**config.mk**
```make
export PLATFORM = sky130hd
export DESIGN_NAME = program_memory_table_access
export DESIGN_NICKNAME = d
export VERILOG_FILES = /design/src/hdl/table_access_pkg.sv /design/src/hdl/program_memory_table_access.sv
export SDC_FILE = /design/constraint.sdc
export NUM_CORES = 1
export LEC_CHECK = 0
export BUFFER_PORTS_ARGS = -buffer_cell sky130_fd_sc_hd__buf_2
export CORE_MARGIN = 5
export CORE_UTILIZATION = 57
export DETAILED_ROUTE_END_ITERATION = 8
export PLACE_DENSITY = 0.86
export SLEW_MARGIN = 20
export SYNTH_ARGS = -nofsm -noshare
export SYNTH_HDL_FRONTEND = slang
export SYNTH_SLANG_ARGS = --single-unit
```
**constraint.sdc**
```tcl
create_clock -name mclk -period 6.4 [get_ports mclk]
set_clock_uncertainty 0.05 [all_clocks]
set_input_delay 0.64 -clock mclk [delete_from_list [all_inputs] [get_ports mclk]]
set_output_delay 0.64 -clock mclk [all_outputs]
set_load 0.01 [all_outputs]
```
**src/hdl/table_access_pkg.sv**
```systemverilog
// Package with constants and types for the program memory table access block.
package table_access_pkg;
  localparam int PTR_W      = 21;
  localparam int DATA_W     = 8;
  localparam int HOLD_N     = 8;
  localparam int HOLD_SEL_W = 3;
  localparam int WORD_W     = 16;
  localparam logic [13:0] TBL_OPC_HI  = 14'h0002;
  localparam logic [1:0]  ACT_NONE    = 2'h0;
  localparam logic [1:0]  ACT_POSTINC = 2'h1;
  localparam logic [1:0]  ACT_POSTDEC = 2'h2;
  localparam logic [1:0]  ACT_PREINC  = 2'h3;
  localparam logic [1:0]  Q_READ      = 2'h1;
  localparam logic [1:0]  Q_WRITE     = 2'h3;
  localparam logic [PTR_W-1:0]  PTR_RESET   = 21'h000000;
  localparam logic [DATA_W-1:0] LATCH_RESET = 8'h00;
  localparam logic [DATA_W-1:0] HOLD_RESET  = 8'hFF;

  typedef struct packed {
    logic              valid;
    logic [WORD_W-1:0] opcode;
  } instr_type;

  typedef struct packed {
    logic             req;
    logic [PTR_W-1:0] addr;
  } mem_req_type;
endpackage : table_access_pkg

```
**src/hdl/program_memory_table_access.sv**
```systemverilog
// Table read and table write execution unit with pointer, latch and holding registers.
//
// Functional notes
// - A table read loads the program memory byte at the pointer into the table latch.
// - The table pointer is 21 bits wide and addresses program memory by byte over 2 Mbyte.
// - Pointer bit 0 picks the low byte (0) or the high byte (1) of a 16-bit word.
// - Read opcode 0000 0000 0000 10nn with nn 0 keep, 1 post-inc, 2 post-dec, 3 pre-inc.
// - A read takes two cycles: decode, then memory read in Q2 and latch write in Q4.
// - A table write copies the latch into the selected holding register, nn 0 keeps pointer.
// - Write opcode 0000 0000 0000 11nn uses the same four pointer actions as the read.
// - The three low pointer bits choose one of eight holding registers for a write.
// - Holding registers feed later programming and a table write never touches the array.
// - A table write leaves the N, OV, Z, DC and C status flags untouched.
`timescale 1ns/10ps
`default_nettype none
module program_memory_table_access (
  input  wire logic                                      mclk,
  input  wire logic                                      rst_n,
  input  wire logic                                      clk_en,
  input  wire logic [1:0]                                q_phase,
  input  wire table_access_pkg::instr_type               instr,
  input  wire logic                                      ptr_load,
  input  wire logic [table_access_pkg::PTR_W-1:0]        ptr_load_val,
  input  wire logic                                      latch_load,
  input  wire logic [table_access_pkg::DATA_W-1:0]       latch_load_val,
  input  wire logic [table_access_pkg::WORD_W-1:0]       mem_rdata,
  output table_access_pkg::mem_req_type                  mem_rd,
  output logic                                           busy,
  output logic                                           status_write_en,
  output logic [table_access_pkg::PTR_W-1:0]             table_pointer,
  output logic [table_access_pkg::DATA_W-1:0]            table_latch,
  output logic [table_access_pkg::HOLD_N*table_access_pkg::DATA_W-1:0] holding_data
);
  localparam int PW = table_access_pkg::PTR_W;
  localparam int DW = table_access_pkg::DATA_W;
  localparam logic [PW-1:0] ONE = 21'h000001;

  typedef enum logic [1:0] {IDLE, DECODE, EXEC} state_type;

  state_type state_q;
  state_type state_d;
  logic               is_wr_q;
  logic [1:0]         act_q;
  logic [PW-1:0]      ptr_q;
  logic [PW-1:0]      ptr_d;
  logic [DW-1:0]      latch_q;
  logic [DW-1:0]      latch_d;
  logic [DW-1:0]      hold_q [table_access_pkg::HOLD_N];
  logic [PW-1:0]      access_addr_q;
  logic [DW-1:0]      rd_byte_q;

  // Table operations share the upper thirteen bits; bit 2 then tells a write from a read.
  function automatic logic is_table_op(input logic [15:0] opc);
    return opc[15:3] == table_access_pkg::TBL_OPC_HI[13:1];
  endfunction

  wire logic          start     = clk_en && instr.valid && state_q == IDLE
                                  && is_table_op(instr.opcode) && q_phase == 2'h0;
  wire logic          at_dec_end = clk_en && state_q == DECODE
                                   && q_phase == table_access_pkg::Q_WRITE;
  wire logic          at_read   = clk_en && state_q == EXEC && q_phase == table_access_pkg::Q_READ;
  wire logic          at_write  = clk_en && state_q == EXEC && q_phase == table_access_pkg::Q_WRITE;
  wire logic [PW-1:0] ptr_inc   = PW'(ptr_q + ONE);
  wire logic [PW-1:0] ptr_dec   = PW'(ptr_q - ONE);
  wire logic          pre_inc   = act_q == table_access_pkg::ACT_PREINC;
  wire logic [PW-1:0] eff_addr  = pre_inc ? ptr_inc : ptr_q;
  wire logic [PW-1:0] post_ptr  = act_q == table_access_pkg::ACT_POSTINC ? ptr_inc :
                                  act_q == table_access_pkg::ACT_POSTDEC ? ptr_dec :
                                  pre_inc ? ptr_inc : ptr_q;
  wire logic [DW-1:0] sel_byte  = access_addr_q[0] ? mem_rdata[15:8] : mem_rdata[7:0];
  wire logic [2:0]    hold_sel  = access_addr_q[table_access_pkg::HOLD_SEL_W-1:0];

  always_comb begin
    state_d = state_q;
    ptr_d   = ptr_q;
    latch_d = latch_q;
    if (start) begin
      state_d = DECODE;
    end else if (at_dec_end) begin
      state_d = EXEC;
    end else if (at_write) begin
      state_d = IDLE;
      ptr_d   = post_ptr;
      if (!is_wr_q) begin
        latch_d = rd_byte_q;
      end
    end
    if (ptr_load && state_q == IDLE) begin
      ptr_d = ptr_load_val;
    end
    if (latch_load && state_q == IDLE) begin
      latch_d = latch_load_val;
    end
  end

  always_ff @(posedge mclk or negedge rst_n) begin
    if (!rst_n) begin
      state_q       <= IDLE;
      is_wr_q       <= 1'b0;
      act_q         <= table_access_pkg::ACT_NONE;
      ptr_q         <= table_access_pkg::PTR_RESET;
      latch_q       <= table_access_pkg::LATCH_RESET;
      access_addr_q <= table_access_pkg::PTR_RESET;
      rd_byte_q     <= table_access_pkg::LATCH_RESET;
    end else if (clk_en) begin
      state_q <= state_d;
      ptr_q   <= ptr_d;
      latch_q <= latch_d;
      if (start) begin
        is_wr_q <= instr.opcode[2];
        act_q   <= instr.opcode[1:0];
      end
      if (state_q == EXEC && q_phase == 2'h0) begin
        access_addr_q <= eff_addr;
      end
      if (at_read && !is_wr_q) begin
        rd_byte_q <= sel_byte;
      end
    end
  end

  // Holding registers change only here and never drive a memory write.
  genvar gi;
  generate
    for (gi = 0; gi < table_access_pkg::HOLD_N; gi++) begin : g_hold
      always_ff @(posedge mclk or negedge rst_n) begin
        if (!rst_n) begin
          hold_q[gi] <= table_access_pkg::HOLD_RESET;
        end else if (at_write && is_wr_q && hold_sel == 3'(gi)) begin
          hold_q[gi] <= latch_q;
        end
      end
      assign holding_data[gi*DW +: DW] = hold_q[gi];
    end
  endgenerate

  assign mem_rd.req      = state_q == EXEC && !is_wr_q && q_phase == table_access_pkg::Q_READ;
  assign mem_rd.addr     = access_addr_q;
  assign busy            = state_q != IDLE;
  assign status_write_en = 1'b0;
  assign table_pointer   = ptr_q;
  assign table_latch     = latch_q;
endmodule : program_memory_table_access
`default_nettype wire

```
# Word level (Yosys, flattened, before mapping)
# Index checks and enable logic that the tools add are counted.
word_totals:
  out_inout_bits: 117
  word_cells: 91
  reg_bits: 127
op_classes:
  reduce_logical: 38
  eq_ne: 20
  n_mux: 16
  addsub: 2
op_table:
  columns: ["cell", "count"]
  rows:
  - ["21-bit 2-to-1 mux", 7]
  - ["8-bit 2-to-1 mux", 6]
  - ["1-bit logical AND", 24]
  - ["21-bit by 1-bit adder with 21-bit output, second input constant", 1]
  - ["21-bit by 1-bit subtractor with 21-bit output, second input constant", 1]
  - ["13-bit by 1-bit equality test with 1-bit output, second input constant", 1]
  - ["3-bit equality test, second input constant", 4]
  - ["2-bit by 1-bit inequality test with 1-bit output, second input constant", 5]
  - ["2-bit equality test, second input constant", 4]
  - ["2-bit AND reduction", 4]
  - ["2-bit by 1-bit equality test with 1-bit output, second input constant", 3]
  - ["3-bit by 2-bit equality test with 1-bit output, second input constant", 2]
  - ["2-bit 2-to-1 mux", 3]
  - ["2-bit nonzero test", 3]
  - ["5-bit AND reduction", 1]
  - ["2-bit logical NOT", 2]
  - ["4-bit AND reduction", 1]
  - ["3-bit by 1-bit equality test with 1-bit output, second input constant", 1]
  - ["3-bit logical NOT", 1]
  - ["3-bit nonzero test", 1]
  - ["1-bit logical NOT", 1]

# Logic depth before layout (Yosys ltp)
# Gate-level depths: netlist of the first run.
logic_depth:
  word_depth: 8
  depth_mapped: 8
  ltp_nobuf: 8

# Least setup slack after synthesis of the first run
# OpenSTA, ideal clock, no wires.
synth_path:
  kind: "register to register"
  start: "register ptr_q[12] (netlist: table_pointer[12])"
  end: "register ptr_q[17] (netlist: table_pointer[17])"
  path_buffers: 2
  setup_time_ps: 101
  synth_period_minus_slack_ps: 2336
  path_stages_with_launch: 9
  t_required_ps: 6249
  t_arrival_ps: 2186
  slack_ps: 4064
  cell_sequence: "dfrtp_1 > buf_6 > or3_4 > or3_1 > buf_2 > or4_1 > o2111ai_1 > o31ai_1 > o32ai_1"
synth_between:
  elab_chain_len: 8
synth_lines:
  columns: ["element", "line", "source"]
  rows:
  - ["start: declaration", "program_memory_table_access.sv:44", "logic [PW-1:0] ptr_q;"]
  - ["start signal: assignment", "program_memory_table_access.sv:101", "ptr_q <= table_access_pkg::PTR_RESET;"]
  - ["start signal: assignment", "program_memory_table_access.sv:107", "ptr_q <= ptr_d;"]
  - ["21-bit by 1-bit adder with 21-bit output", "program_memory_table_access.sv:63", "wire logic [PW-1:0] ptr_inc = PW'(ptr_q + ONE);"]
  - ["21-bit 2-to-1 mux", "program_memory_table_access.sv:69", "pre_inc ? ptr_inc : ptr_q;"]
  - ["21-bit 2-to-1 mux", "program_memory_table_access.sv:68", "act_q == table_access_pkg::ACT_POSTDEC ? ptr_dec :"]
  - ["21-bit 2-to-1 mux *", "program_memory_table_access.sv:67", "wire logic [PW-1:0] post_ptr = act_q == table_access_pkg::ACT_POSTINC ? ptr_inc :"]
  - ["21-bit 2-to-1 mux *", "program_memory_table_access.sv:81", "end else if (at_write) begin"]
  - ["21-bit 2-to-1 mux *", "program_memory_table_access.sv:79", "end else if (at_dec_end) begin"]
  - ["21-bit 2-to-1 mux *", "program_memory_table_access.sv:77", "if (start) begin"]
  - ["21-bit 2-to-1 mux *", "program_memory_table_access.sv:88", "if (ptr_load && state_q == IDLE) begin"]
# Mark *: on every way between the ends. The rest lies on a longest branch, timed or not. The select of a mux whose other input is x is not followed.
# A chain may end at the register's enable or synchronous reset.

# Worst setup path in the final report of the first run
layout_path:
  start: "register act_q[0]"
  end: "register access_addr_q[20]"
layout_between:
  elab_chain_len: 2
layout_lines:
  columns: ["element", "line", "source"]
  rows:
  - ["start: declaration", "program_memory_table_access.sv:43", "logic [1:0] act_q;"]
  - ["start signal: assignment", "program_memory_table_access.sv:100", "act_q <= table_access_pkg::ACT_NONE;"]
  - ["start signal: assignment", "program_memory_table_access.sv:111", "act_q <= instr.opcode[1:0];"]
  - ["2-bit equality test", "program_memory_table_access.sv:65", "wire logic pre_inc = act_q == table_access_pkg::ACT_PREINC;"]
  - ["21-bit 2-to-1 mux", null, null]
  - ["end signal: assignment", "program_memory_table_access.sv:103", "access_addr_q <= table_access_pkg::PTR_RESET;"]
  - ["end signal: assignment", "program_memory_table_access.sv:114", "access_addr_q <= eff_addr;"]
  - ["end: declaration", "program_memory_table_access.sv:49", "logic [PW-1:0] access_addr_q;"]
# No other way between the ends.

==> results of run 1 <==
placed cells by master, fill, tap and decap left out, drive strengths merged, types with 4 or more instances in the layout:
| cell | netlist | layout |
|---|---|---|
| o22ai | 9 | 9 |
| buf | 10 | 188 |
| mux2i | 11 | 11 |
| or3 | 6 | 6 |
| nand3 | 28 | 28 |
| nand2 | 69 | 69 |
| xor2 | 13 | 13 |
| o21ai | 52 | 52 |
| dfrtp | 63 | 63 |
| nand4 | 8 | 8 |
| mux2 | 82 | 82 |
| clkbuf | 35 | 26 |
| nor2 | 35 | 35 |
| dfstp | 64 | 64 |
| and3 | 6 | 6 |
| nor3 | 15 | 15 |
| a21oi | 24 | 24 |
| xnor2 | 14 | 14 |
| nor4 | 11 | 11 |
| inv | 9 | 11 |
| a211oi | 4 | 4 |
cells in the mapped netlist (all sizes together), types with 2 or more instances:
cell	count	area share, %
mux2	82	14
nand2	69	3.9
dfstp	64	26
dfrtp	63	24
o21ai	52	4.0
clkbuf	35	2.0
nor2	35	2.0
nand3	28	2.1
a21oi	24	1.8
nor3	15	1.3
xnor2	14	1.9
xor2	13	1.7
mux2i	11	1.7
nor4	11	1.3
buf	10	0.86
inv	9	0.51
o22ai	9	0.86
nand4	8	0.76
and3	6	0.57
or3	6	0.67
a211oi	4	0.53
a211o	3	0.40
a221o	3	0.46
a31oi	3	0.29
nand3b	3	0.34
nor2b	3	0.29
nor3b	3	0.57
nor4b	3	0.40
o211ai	3	0.34
a2111oi	2	0.27
a21o	2	0.23
a22oi	2	0.23
a2bb2oi	2	0.27
a311oi	2	0.27
a41oi	2	0.27
and2	2	0.19
ha	2	0.38
nand2b	2	0.19
o221ai	2	0.27
o22a	2	0.27
o31ai	2	0.23
o32a	2	0.31
or4	2	0.23
sequential cells by signal (all words and copies together) (netlist names):
| signal | count |
|---|---|
| access_addr_q | 21 |
| act_q | 2 |
| holding_data | 64 |
| is_wr_q | 1 |
| rd_byte_q | 8 |
| state_q | 2 |
| table_latch | 8 |
| table_pointer | 21 |
metal layers:
metal	global-route usage (%)	vias up
li1	-	2598
met5	0	-
met3	5.553	37
met1	33.27	2779
met2	45.97	281
met4	11.24	0
power groups by stage:
stage	Sequential (µW)	Combinational [µW]	Clock (µW)
global placement	935	242	0
finish	930	247	895
CTS	926	247	905
detailed placement	937	246	0
floorplan	894	174	0
global route	936	274	940
kinds of logic after synthesis:
logic type                 after synthesis  synth area share, %
and+or+nand+nor                        197                15.03
AOI/OAI and AO/OA                      127                12.07
DFF                                    127                49.67
muxes                                   93                15.75
buffers and inverters                   55                3.433
xor gates and xnor gates                27                3.605
adders and majority gates                2               0.3814
other                                    1              0.05716
path summary, 6_finish.rpt:
check,startpoint,slack (ps),endpoint,cells past startpoint
setup reg to reg,act_q[0],3450,access_addr_q[20],6
max in group asynchronous,rst_n,4730,access_addr_q[17],2
setup / recovery,act_q[0],3450,access_addr_q[20],6
min in group mclk,instr[1],390,act_q[1],3
hold reg to reg,access_addr_q[10],420,access_addr_q[10],2
hold / removal,rst_n,240,rd_byte_q[7],1
worst max-delay path: stages, from the launching register on:
cell     delay (ps)
dfrtp_1         860
inv_1           450
nor2_1          760
nand2_1         220
nor2_1          190
xnor2_1         180
o21ai_0         120
through the flow:
stage,power [µW],std cells,hold slack [ps]
floorplan,1067,629,294.4
global placement,1177,915,411.4
detailed placement,1184,915,416.3
CTS,2078,945,262.7
global route,2150,945,305.9
finish,2072,945,238.2
final cells by class:
type | count | area (µm²) | share of cell area, %
multi-input cells | 447 | 3077 | 38.18
clock buffers | 26 | 531.8 | 6.598
flip-flops and latches | 127 | 3258 | 40.43
repair buffers | 188 | 953.4 | 11.83
well taps | 143 | 178.9 | 2.220
clock inverters | 4 | 22.52 | 0.2795
inverters | 10 | 37.54 | 0.4658
==> reports/metrics.csv, run 1 <==
metric,value,unit
status,finished clean,
CTS hold repair buffers,0,
IO buf count,184,
vias in the first global route,5563,
clock sink total,127,
Worst Tran Pin Value,901.1,ps
synth unique cells,61,
GP Congestion,0.8968,
WL met2,9179,µm
Setup crit end kind,flip-flop,
fin worst setup slack,3446,ps
number of core rows,39,
post-cts resize count,0,
final cycle utilization of the critical path,46.15,%
Post-synth EDFFs,0,
Mapped Nets,700,
Clock Path Buffers,2,
total negative slack,0,ps
Fillers,822,
clock latency on the worst-skew pair,410,ps
1st-iter DRT viols,498,
"Reg clk slew, reported paths",50,ps
top sig layer,met4,
pwr dens,257.0,nW/µm²
Fin. Hold Viols,0,
nets@finish,862,
Final Util,70.88,%
met1 WL,7376,µm
Vias/cell,6.026,
YS warnings,0,
largest net degree at the start of global routing,70,
slew margin rel.,39.46,%
Syn Inst Count,629,
I/O pins,186,
first-pass GRT wire length,28330,µm
CTS buffer count,17,
Mapped Area,6560,µm²
switching fraction of total power,27.02,%
Chip Height,117.3,µm
met3 wire length,1431,µm
worst hold path type,in -> async,
pre-CTS setup slack,3266,ps
Leakage,0.003746,µW
global route overflow,0,
internal power,1512,µW
Max Clk Rate,338.6,MHz
CP Data Required Time,6630,ps
CTS Root Cell,clkbuf_16,
"Setup Fix Bufs, Post-CTS",0,
CORE AREA,11370,µm²
max-cap violations,0,
layout cells sized above 1,46.01,%
Clk network pwr share,43.2,%
Total GRT Usage,26.94,%
setup violators final,0,
Chip Width,117.3,µm
drt drc,0,
ant diodes,0,
type of origin of the critical path,flip-flop,
wire per inst,19.49,µm
DP Area,7505,µm²
Syn-to-layout area delta,22.85,%
Max VDD drop,0.0001925,V
router iterations before antenna repair,5,
initial antenna violation count,0,
Starting Density,57.70,%
Psw,559.8,µW
Yosys reg bits,127,
final instance area,8059,µm²
Max Slew Vio Count,0,
minimum clock period,2954,ps
register area share after synthesis,49.67,%
CTS H-tree depth,4,
combinational group share of total power,11.9,%
Synth async-reset ratio,100.0,%
"Top FF cell, synth",dfstp_2,
CP Data Arrival Time,3180,ps
dpl hpwl,13220,µm
routed wire length,18420,µm
RSZ-0062 raised after global routing,false,
sequential fraction of design power,44.9,%
full die area,13750,µm²
worst setup path class,reg -> reg,
post-route ant nets,0,
crit-path max FO,25,
mean post-synth cell area,10.43,µm²
DR vias,5695,
CTS tree,built,
Note: power is estimated with default switching activity, not from simulation.
==> run 2: changes to the inputs <==
Settings changed: CORE_UTILIZATION 57 to 48, PLACE_DENSITY 0.86 to 0.77.
Clock period 6.4 ns to 2.5 ns, I/O delays scaled along.
==> reports/metrics.csv, run 2 (synthesized netlist as in run 1, its figures left out) <==
metric,value,unit
CTS tree,built,
worst setup path end,table_pointer[17],
Final Non-Filler Cells,1013,
minimum clock period,2352,ps
post-route ant nets,0,
Leakage,0.003945,µW
routed wire length,18290,µm
Worst R2R Path Depth,6,
final cycle utilization of the critical path,94.08,%
GP Congestion,0.9403,
drt drc,0,
Reg2Reg Launch Point,table_pointer[11],
IO buf count,184,
CP Data Required Time,2760,ps
CTS Root Cell,clkbuf_16,
Max VDD drop,0.0004962,V
worst hold path type,in -> reg,
DR vias,5762,
1st-iter DRT viols,508,
dpl hpwl,13160,µm
"Slowest-stage cell, CP",or4_1,
setup violators final,0,
CORE AREA,13350,µm²
Worst Tran Pin Value,656.9,ps
DP Area,7776,µm²
number of core rows,42,
crit-path max FO,7,
type of origin of the critical path,flip-flop,
initial antenna violation count,0,
Syn-to-layout area delta,28.86,%
largest net degree at the start of global routing,128,
Fin. Hold Viols,0,
Max Slew Vio Count,0,
Fillers,1086,
"Reg clk slew, reported paths",60,ps
worst setup path class,reg -> reg,
Setup crit start,table_pointer[11],
WHS Path Cells,2,
Chip Width,126.9,µm
fin worst setup slack,147.9,ps
RSZ-0062 raised after global routing,false,
number of flip-flops in the largest register,64,
Starting Density,49.15,%
ant diodes,0,
pwr dens,654.1,nW/µm²
hold_ws,19.64,ps
crit path cell chain,or3_4 > or3_1 > or4_1 > o2111ai_1 > o31ai_1 > o32ai_1,
Vias/cell,5.688,
max-cap violations,0,
clock sink total,127,
Max Clk Rate,425.2,MHz
full die area,16100,µm²
total negative slack,0,ps
status,finished clean,
wire per inst,18.05,µm
pre-CTS setup slack,167.1,ps
max incr delay on CP,500,ps
Clock Path Buffers,2,
most frequent cells in the layout,"183 x buf_2, 82 x mux2_2, 69 x nand2_1, 64 x dfstp_2, 63 x dfrtp_1",
Chip Height,126.9,µm
layout cells sized above 1,48.63,%
Total GRT Usage,22.75,%
vias in the first global route,5606,
Setup crit end kind,flip-flop,
nets@finish,896,
router iterations before antenna repair,5,
CTS H-tree depth,4,
placed cell count,977,
CP Data Arrival Time,2610,ps
global route overflow,0,
r2r setup slk,150,ps
first-pass GRT wire length,29130,µm
final instance area,8453,µm²
clock latency on the worst-skew pair,420,ps
worst r2r dst,table_pointer[17],
slew margin rel.,56.20,%
I/O pins,186,
CTS buffer count,17,
"commonest non-fill, non-tap cell in the layout",buf_2,
## run 2: cell types whose count changed in the layout (fill, tap and decap cells not counted), moves of 2 or more
cell	before	now
clkbuf_16	19	21
clkinv_4	0	2
dlygate4sd3_1	0	3
clkbuf_1	4	2
buf_4	5	35
nor3_2	2	4
inv_4	2	0
nor3_1	13	11
## run 2: area by class of cell
cell class              instances  area, µm²  share of cell area, %
flip-flops and latches        127       3258                  38.54
multi-input cells             447       3098                  36.65
repair buffers                222       1229                  14.54
clock buffers                  26      574.3                  6.794
well taps                     176      220.2                  2.605
inverters                      10      37.54                 0.4440
clock inverters                 5      36.28                 0.4292
## run 2: report_power, final
part | switching [µW] | total [µW] | internal [µW] | leakage [µW]
Sequential | 194 | 2330 | 2140 | 0.00147
Clock | 874 | 2460 | 1580 | 0.000303
Combinational | 414 | 739 | 326 | 0.00217
Total | 1480 | 5530 | 4050 | 0.00395
## run 2: per-layer routing
layer  routed length, µm  global-route usage (%)  up-vias
met5                   0                       0        -
met4                 501                   9.527        0
met3                1518                   5.759       43
met2                9021                   37.80      259
met1                7245                   28.29     2789
li1                    -                       -     2671
## run 2: timing repair
item	4_1_cts	5_1_grt
setup buffers	0	2
hold buffers	3	0
setup endpoints to repair	0	3
resized for setup	0	4
hold endpoints to repair	65	0
## run 2: metrics by stage
stage               total power, µW  util (%)
finish                         5529     63.33
global route                   5737     63.33
CTS                            5565     63.06
detailed placement             3084     58.26
global placement               3070     58.26
floorplan                      2732         -
## run 2: critical path: cells and delay by family, from the launching register on
kind | cells | cell delay [ps]
and+or+nand+nor | 3 | 1350
DFF | 1 | 370
AOI/OAI and AO/OA | 3 | 460
## run 2: how the worst min path moves through the flow
stage	from	to
after floorplan	rst_n	access_addr_q[0]
after global placement	rst_n	rd_byte_q[7]
after detailed placement	rst_n	rd_byte_q[7]
after CTS	instr[2]	is_wr_q
after global routing	instr[2]	is_wr_q
final	instr[2]	is_wr_q
